$ cat src/rtl/amp_fault_pkg.sv
//
// Contract
// - Global fault stops all channels, error low
// - Global latch cleared only by reset pulse
// - Channel fault stops only that channel
// - Reset low forces error output high
// - Current limit flips at fs/3, self-clears
// - Limit beyond 1.7 ms latches channel shutdown
// - Lost slave oscillator: Hi-Z, silent, self-recovers
// - Reset rising edge starts startup sequence
// - Pulse warning output while clipping
// - Thermal shutdown latched global, reset clears
// - Supply faults are self-clearing global faults
// - Power-on reset is self-clearing global fault
// - Thermal warning only on warning output
// - Warning asserted above warning threshold
// - Shutdown above shutdown threshold
// - Overvoltage: immediate Hi-Z, error low
package amp_fault_pkg;

    localparam int NUM_CH = 2;
    // Clock rate and overload timing
    localparam int CLK_HZ = 50000000;
    localparam int OVERLOAD_US = 1700;
    localparam int OVERLOAD_CYC = (CLK_HZ / 1000000) * OVERLOAD_US;
    localparam int OVL_W = 17;
    // Startup delay after reset release
    localparam int STARTUP_CYC = 64;
    localparam int START_W = 7;
    // Clip warning pulse length and period
    localparam int CLIP_PULSE_CYC = 25;
    localparam int CLIP_PERIOD_CYC = 100;
    localparam int CLIP_W = 7;
    // Current limit flips every third switching period
    localparam logic [1:0] FLIP_DIV = 2'h2;

    typedef struct packed {
        logic pvdd_uv;       // Power stage supply undervoltage
        logic pvdd_ov;       // Power stage supply overvoltage
        logic analog_supply_uv;       // Analog supply undervoltage
        logic por;           // Power-on reset active
        logic temp_warn;     // Above warning threshold
        logic temp_shut;     // Above shutdown threshold
        logic osc_lost;      // Slave oscillator stopped
    } global_cond_s;

    typedef enum logic [1:0] {ST_IDLE, ST_START, ST_RUN} run_state_e;

endpackage : amp_fault_pkg

$ cat src/rtl/amp_fault_supervisor.sv
`timescale 1ns/1ps
module amp_fault_supervisor (
    input wire logic mclk,                                   // System clock, 50 MHz
    input wire logic rst,                                    // Synchronous reset
    input wire logic reset_pin_n,                            // Device reset pin
    input wire amp_fault_pkg::global_cond_s cond_in,         // Global fault conditions
    input wire logic [amp_fault_pkg::NUM_CH-1:0] overcur,    // Per-channel overcurrent
    input wire logic [amp_fault_pkg::NUM_CH-1:0] clipping,   // Per-channel clip detect
    input wire logic [amp_fault_pkg::NUM_CH-1:0] pwm_frame,  // Per-channel frame start
    input wire logic slave_mode,                             // Slave clock mode
    output logic [amp_fault_pkg::NUM_CH-1:0] ch_switch_en,   // Channel may switch
    output logic [amp_fault_pkg::NUM_CH-1:0] ch_hiz,         // Channel outputs Hi-Z
    output logic [amp_fault_pkg::NUM_CH-1:0] ch_flip,        // Bridge state flip
    output logic fault_n,                                    // Error output
    output logic thermal_clip_warn_n                         // Warning output
);

    //--------------------------------------------------------------------
    // Input synchronisers
    //--------------------------------------------------------------------
    localparam int SW = 8 + 3 * amp_fault_pkg::NUM_CH;
    logic [SW-1:0] raw_in;
    logic [SW-1:0] sync1_reg;
    logic [SW-1:0] sync2_reg;

    assign raw_in = {reset_pin_n, cond_in, overcur, clipping, pwm_frame};

    always_ff @(posedge mclk) begin
        if (rst) begin
            sync1_reg <= '0;
            sync2_reg <= '0;
        end else begin
            sync1_reg <= raw_in;
            sync2_reg <= sync1_reg;
        end
    end

    wire logic rpin;
    wire amp_fault_pkg::global_cond_s cs;
    wire logic [amp_fault_pkg::NUM_CH-1:0] oc_s;
    wire logic [amp_fault_pkg::NUM_CH-1:0] clip_s;
    wire logic [amp_fault_pkg::NUM_CH-1:0] frame_s;
    assign {rpin, cs, oc_s, clip_s, frame_s} = sync2_reg;

    //--------------------------------------------------------------------
    // Reset pin edge and startup sequence
    //--------------------------------------------------------------------
    logic rpin_d_reg;
    amp_fault_pkg::run_state_e state_reg, state_next;
    logic [amp_fault_pkg::START_W-1:0] start_cnt_reg, start_cnt_next;
    wire logic rpin_rise;

    assign rpin_rise = rpin & ~rpin_d_reg;

    always_comb begin
        state_next = state_reg;
        start_cnt_next = start_cnt_reg;
        if (!rpin) begin
            state_next = amp_fault_pkg::ST_IDLE;
            start_cnt_next = '0;
        end else begin
            unique case (state_reg)
                amp_fault_pkg::ST_IDLE: begin
                    if (rpin_rise) begin
                        state_next = amp_fault_pkg::ST_START;
                    end
                end
                amp_fault_pkg::ST_START: begin
                    start_cnt_next = start_cnt_reg + 1'b1;
                    if (start_cnt_reg == amp_fault_pkg::START_W'(amp_fault_pkg::STARTUP_CYC - 1)) begin
                        state_next = amp_fault_pkg::ST_RUN;
                    end
                end
                amp_fault_pkg::ST_RUN: begin
                    state_next = amp_fault_pkg::ST_RUN;
                end
            endcase
        end
    end

    always_ff @(posedge mclk) begin
        if (rst) begin
            rpin_d_reg <= 1'b0;
            state_reg <= amp_fault_pkg::ST_IDLE;
            start_cnt_reg <= '0;
        end else begin
            rpin_d_reg <= rpin;
            state_reg <= state_next;
            start_cnt_reg <= start_cnt_next;
        end
    end

    //--------------------------------------------------------------------
    // Global fault decoding
    //--------------------------------------------------------------------
    logic therm_latch_reg;
    wire logic supply_fault;
    wire logic global_hiz;
    wire logic global_report;
    wire logic running;

    assign supply_fault = cs.pvdd_uv | cs.pvdd_ov | cs.analog_supply_uv | cs.por;
    assign global_hiz = supply_fault | therm_latch_reg | (slave_mode & cs.osc_lost);
    assign global_report = supply_fault | therm_latch_reg;
    assign running = (state_reg == amp_fault_pkg::ST_RUN);

    // thermal shutdown latch, cleared by reset low
    always_ff @(posedge mclk) begin
        if (rst) begin
            therm_latch_reg <= 1'b0;
        end else if (cs.temp_shut) begin
            therm_latch_reg <= 1'b1;
        end else if (!rpin) begin
            therm_latch_reg <= 1'b0;
        end
    end

    //--------------------------------------------------------------------
    // Per-channel current limit and overload
    //--------------------------------------------------------------------
    logic [amp_fault_pkg::NUM_CH-1:0] ovl_latch_reg;
    logic [amp_fault_pkg::NUM_CH-1:0] flip_reg;
    logic [amp_fault_pkg::NUM_CH-1:0] clip_any;

    genvar g;
    generate
        for (g = 0; g < amp_fault_pkg::NUM_CH; g++) begin : gen_ch
            logic [amp_fault_pkg::OVL_W-1:0] ovl_cnt_reg;
            logic [1:0] div_reg;
            logic [amp_fault_pkg::CLIP_W-1:0] clip_cnt_reg;
            wire logic ovl_hit;

            assign ovl_hit = (ovl_cnt_reg ==
                amp_fault_pkg::OVL_W'(amp_fault_pkg::OVERLOAD_CYC - 1));

            always_ff @(posedge mclk) begin
                if (rst || !oc_s[g] || !running) begin
                    ovl_cnt_reg <= '0;
                end else if (!ovl_hit) begin
                    ovl_cnt_reg <= ovl_cnt_reg + 1'b1;
                end
            end

            always_ff @(posedge mclk) begin
                if (rst) begin
                    ovl_latch_reg[g] <= 1'b0;
                end else if (ovl_hit && oc_s[g] && running) begin
                    ovl_latch_reg[g] <= 1'b1;
                end else if (!rpin) begin
                    ovl_latch_reg[g] <= 1'b0;
                end
            end

            // flip on every third frame while limiting
            always_ff @(posedge mclk) begin
                if (rst || !oc_s[g]) begin
                    div_reg <= 2'h0;
                    flip_reg[g] <= 1'b0;
                end else if (frame_s[g]) begin
                    div_reg <= (div_reg == amp_fault_pkg::FLIP_DIV) ? 2'h0 : div_reg + 2'h1;
                    flip_reg[g] <= (div_reg == amp_fault_pkg::FLIP_DIV);
                end
            end

            always_ff @(posedge mclk) begin
                if (rst || !clip_s[g]) begin
                    clip_cnt_reg <= '0;
                end else if (clip_cnt_reg ==
                    amp_fault_pkg::CLIP_W'(amp_fault_pkg::CLIP_PERIOD_CYC - 1)) begin
                    clip_cnt_reg <= '0;
                end else begin
                    clip_cnt_reg <= clip_cnt_reg + 1'b1;
                end
            end

            assign clip_any[g] = clip_s[g] &
                (clip_cnt_reg < amp_fault_pkg::CLIP_W'(amp_fault_pkg::CLIP_PULSE_CYC));
        end
    endgenerate

    //--------------------------------------------------------------------
    // Output registers
    //--------------------------------------------------------------------
    wire logic [amp_fault_pkg::NUM_CH-1:0] ch_stop;
    wire logic fault_next;
    wire logic warn_next;

    // global stops all, channel stops one
    assign ch_stop = {amp_fault_pkg::NUM_CH{global_hiz | ~running}} | ovl_latch_reg;
    // error output, forced high in reset
    assign fault_next = ~rpin | ~(global_report | (|ovl_latch_reg));
    assign warn_next = ~(cs.temp_warn | (|clip_any));

    always_ff @(posedge mclk) begin
        if (rst) begin
            ch_switch_en <= '0;
            ch_hiz <= '1;
            ch_flip <= '0;
            fault_n <= 1'b1;
            thermal_clip_warn_n <= 1'b1;
        end else begin
            ch_switch_en <= ~ch_stop;
            ch_hiz <= ch_stop;
            ch_flip <= flip_reg & ~ch_stop;
            fault_n <= fault_next;
            thermal_clip_warn_n <= warn_next;
        end
    end

endmodule : amp_fault_supervisor

$ cat config.mk
export PLATFORM = sky130hd
export DESIGN_NAME = amp_fault_supervisor
export DESIGN_NICKNAME = d
export VERILOG_FILES = /design/src/rtl/amp_fault_pkg.sv /design/src/rtl/amp_fault_supervisor.sv
export SDC_FILE = /design/constraint.sdc
export NUM_CORES = 1
export LEC_CHECK = 0
export BUFFER_PORTS_ARGS = -buffer_cell sky130_fd_sc_hd__buf_4
export CELL_PAD_IN_SITES_DETAIL_PLACEMENT = 1
export CELL_PAD_IN_SITES_GLOBAL_PLACEMENT = 1
export CORE_MARGIN = 2
export CORE_UTILIZATION = 49
export CTS_CLUSTER_SIZE = 20
export DETAILED_ROUTE_END_ITERATION = 12
export PLACE_DENSITY_LB_ADDON = 0.1
export SETUP_SLACK_MARGIN = 0.5
export SLEW_MARGIN = 0
export SYNTH_ARGS = -nofsm -noshare
export SYNTH_HDL_FRONTEND = slang
export SYNTH_SLANG_ARGS = --single-unit
$ cat constraint.sdc
create_clock -name mclk -period 4.1 [get_ports mclk]
set_clock_uncertainty 0.2 [all_clocks]
set_input_delay 1.025 -clock mclk [delete_from_list [all_inputs] [get_ports mclk]]
set_output_delay 1.025 -clock mclk [all_outputs]
set_load 0.02 [all_outputs]
==> results.yml <==
setup_path:
  critPathArrivalTime_ps: 2770
  cp.buffers_inverters: 1
  start_kind: "primary input"
  crit_path_top_delay_cell: "sky130_fd_sc_hd__or4b_2"
  critical-path-top-delay-family: "simple AND/OR/NAND/NOR gates"
  critPathKind: "in2reg"
  cp_max_fo: 32
  worstSetupEndpointType: "flop"
  endpoint_required_time_on_the_critical_path_ps: 4200
  critPathMaxStageDelay_ps: 760
  timing.critical_path.cells: "buf_4 -> nor2b_1 -> nand2_1 -> or4b_2 -> o21ai_0"
finish:
  layout_commonest_cell: "sky130_fd_sc_hd__dfxtp_1"
  final_design_area_no_fill_um2: 4420
  filler_cell_count: 909
  synthToLayoutAreaGrowth_pct: 12.7
  max_ffs_per_register: 34
  nets: 477
  share_of_post_route_cells_with_drive_strength_above_1_pct: 10.5
  final_cell_mix: "sky130_fd_sc_hd__dfxtp_1, sky130_fd_sc_hd__nor2_1, sky130_fd_sc_hd__nand2_1, sky130_fd_sc_hd__nor2b_1, sky130_fd_sc_hd__buf_4"
  final_core_utilization_pct: 57.2
  antenna_cells: 0
floorplan:
  dieWidth_um: 93.5
  die_area_um2: 8740
  die-height_um: 93.5
  core_region_area_um2: 7730
  rows: 32
  boundaryPins: 25
  start_util_pct: 50.8
drt:
  routed_wire_length_on_met3_um: 200
  drc: 0
  drt-initial-drc-count: 56
  drt_met1_wl_um: 3550
  via_per_inst: 5.29
  top_layer_used: "met4"
  dr_total_vias: 2954
  route.met2.wl_um: 3870
  wl_per_cell_um: 14.0
  first_pass_iters: 4
  wl_um: 7830
  detail-route-antenna-nets: 0
outcome:
  status: "finished, final reports clean"
sta:
  report.final.hold_viol_count: 0
  fin_worst_hold_slack_ps: 239
  setup_viol: 0
  timing.final.max_slew_violations: 0
  setup_tns_ps: 0
  setup_repair_after_global_routing_missed_its_margin: "no"
  tightestPinTransition_ps: 862
  fin_crit_ps: 2680
  timing.slew.headroom_pct: 41.6
  layout_worst_path_cycle_share_pct: 65.3
  max_freq_ghz: 0.374
yosys:
  area_fraction_of_the_dominant_cell_type_after_synthesis_pct: 52.5
  yosys_warnings: 0
  synthMuxAreaShare_pct: 0.765
  synth_seq_area_share_pct: 52.5
  adder_and_majority_cell_fraction_of_the_synthesized_area_pct: 2.55
  synthCells: 423
  synth_seq_cells: 103
  post_synth_main_area_contributors: "sky130_fd_sc_hd__dfxtp_1, sky130_fd_sc_hd__nor2_1, sky130_fd_sc_hd__xnor2_1"
  synth-compound-area-share_pct: 6.76
  syn_nets: 448
  yosys.area_share.xor_xnor_pct: 7.59
  synth_top_cell_by_area: "sky130_fd_sc_hd__dfxtp_1"
  yosys.area_share.simple_pct: 27.5
  synth.distinct_cells: 42
  synth_area_um2: 3930
  syn_avg_cell_area_um2: 9.28
  combinational_family_with_the_most_area_after_synthesis: "simple AND/OR/NAND/NOR gates"
  synth_top_flop_cell: "sky130_fd_sc_hd__dfxtp_1"
  number_of_synthesized_flops_with_an_enable_pin: 0
  synthArstFlopShare_pct: 0
global_route:
  antenna_violations_before_repair: 0
  grt_pass1_wl_um: 13600
  grt_pass1_vias: 2992
  grt_start_max_net_pins: 33
  grt_overflow_total: 0
  grt_util_all_layers_pct: 19.8
placement:
  gp_congestion: 0.769
  place_area_um2: 4210
  number_of_input_and_output_port_buffers_inserted: 24
  dp_hpwl_um: 5500
clock_tree:
  cts.htree.levels: 3
  clk_pin_slew_worst_paths_ps: 90
  postCtsHoldBufs: 0
  cts-buffers-inserted: 9
  tritoncts: "done"
  clk_latency_ps: 370
  post_cts_resized: 0
  cts.sinks: 103
  clock_tree.root_cell: "sky130_fd_sc_hd__clkbuf_8"
  post_cts.repair.setup_buffers: 0
  bufs_on_longest_clock_path: 2
power:
  leakagePower_nw: 1.51
  power_per_cell_area_nw_per_um2: 393
  power.ir.vdd_worst_mv: 0.215
worst_hold_path:
  timing.hold.worst.class: "reg2reg"
flow_run:
  maxCapViolations: 0
[cell type report]
type | count | area (um2) | area share, %
repair buffers | 24 | 180 | 4.07
flip-flops and latches | 103 | 2060 | 46.6
well taps | 102 | 128 | 2.89
clock buffers | 11 | 141 | 3.20
clock inverters | 4 | 70.1 | 1.58
multi-input cells | 296 | 1770 | 40.1
inverters | 18 | 67.6 | 1.53
[cells in the mapped netlist, types with 2 or more instances]
cell type and number:
sky130_fd_sc_hd__dfxtp_1 103, sky130_fd_sc_hd__nor2_1 61, sky130_fd_sc_hd__nand2_1 36, sky130_fd_sc_hd__nor2b_1 30
sky130_fd_sc_hd__xnor2_1 23, sky130_fd_sc_hd__a21oi_1 18, sky130_fd_sc_hd__inv_1 18, sky130_fd_sc_hd__nand3_1 15
sky130_fd_sc_hd__nor3_1 13, sky130_fd_sc_hd__nand4_1 11, sky130_fd_sc_hd__o21ai_0 11, sky130_fd_sc_hd__xor2_1 11
sky130_fd_sc_hd__or3_1 10, sky130_fd_sc_hd__ha_1 8, sky130_fd_sc_hd__nor4_1 8, sky130_fd_sc_hd__clkbuf_1 6
sky130_fd_sc_hd__and2_1 4, sky130_fd_sc_hd__mux2i_1 3, sky130_fd_sc_hd__nor4b_1 3, sky130_fd_sc_hd__o211ai_1 3
sky130_fd_sc_hd__a31o_2 2, sky130_fd_sc_hd__nand4b_1 2, sky130_fd_sc_hd__o21a_1 2, sky130_fd_sc_hd__o31ai_1 2
sky130_fd_sc_hd__or3_2 2, sky130_fd_sc_hd__or4_1 2
[where the power goes]
group / switching [W] / internal (W)
Combinational: 0.0000191 / 0.0000207
Clock: 0.000324 / 0.000356
Sequential: 0.00000574 / 0.00101
[layer usage]
layer | vias to the layer above | GRT usage, %
met5 | - | 0
met4 | 0 | 10.7
met3 | 17 | 3.38
met2 | 42 | 34.1
met1 | 1400 | 23.5
li1 | 1495 | -
[path summary, 6_finish.rpt]
path              cells after the start    startpoint                       end  slack (ps)
setup / recovery                      5           rst  gen_ch[0].ovl_cnt_reg[3]        1420
hold / removal                        1  sync1_reg[2]              sync2_reg[2]         240
setup reg to reg                      6  state_reg[0]  gen_ch[0].ovl_cnt_reg[3]        1750
hold reg to reg                       1  sync1_reg[2]              sync2_reg[2]         240
[per-stage QoR]
stage	setup WS, ps	power [W]	std cells
CTS	1420	0.00176	558
global placement	1110	0.00108	543
global route	1230	0.00181	558
detailed placement	1060	0.00108	543
floorplan	1750	0.00106	423
finish	1420	0.00174	558
[cell families (layout without fill, tap and decap cells)]
logic type	Yosys count	after routing
buffers and inverters	24	57
xor gates and xnor gates	34	34
muxes	3	3
DFF	103	103
and+or+nand+nor	207	207
adders and majority gates	8	8
AOI/OAI and AO/OA	44	44
No activity file was read; power rests on OpenSTA's default activity.
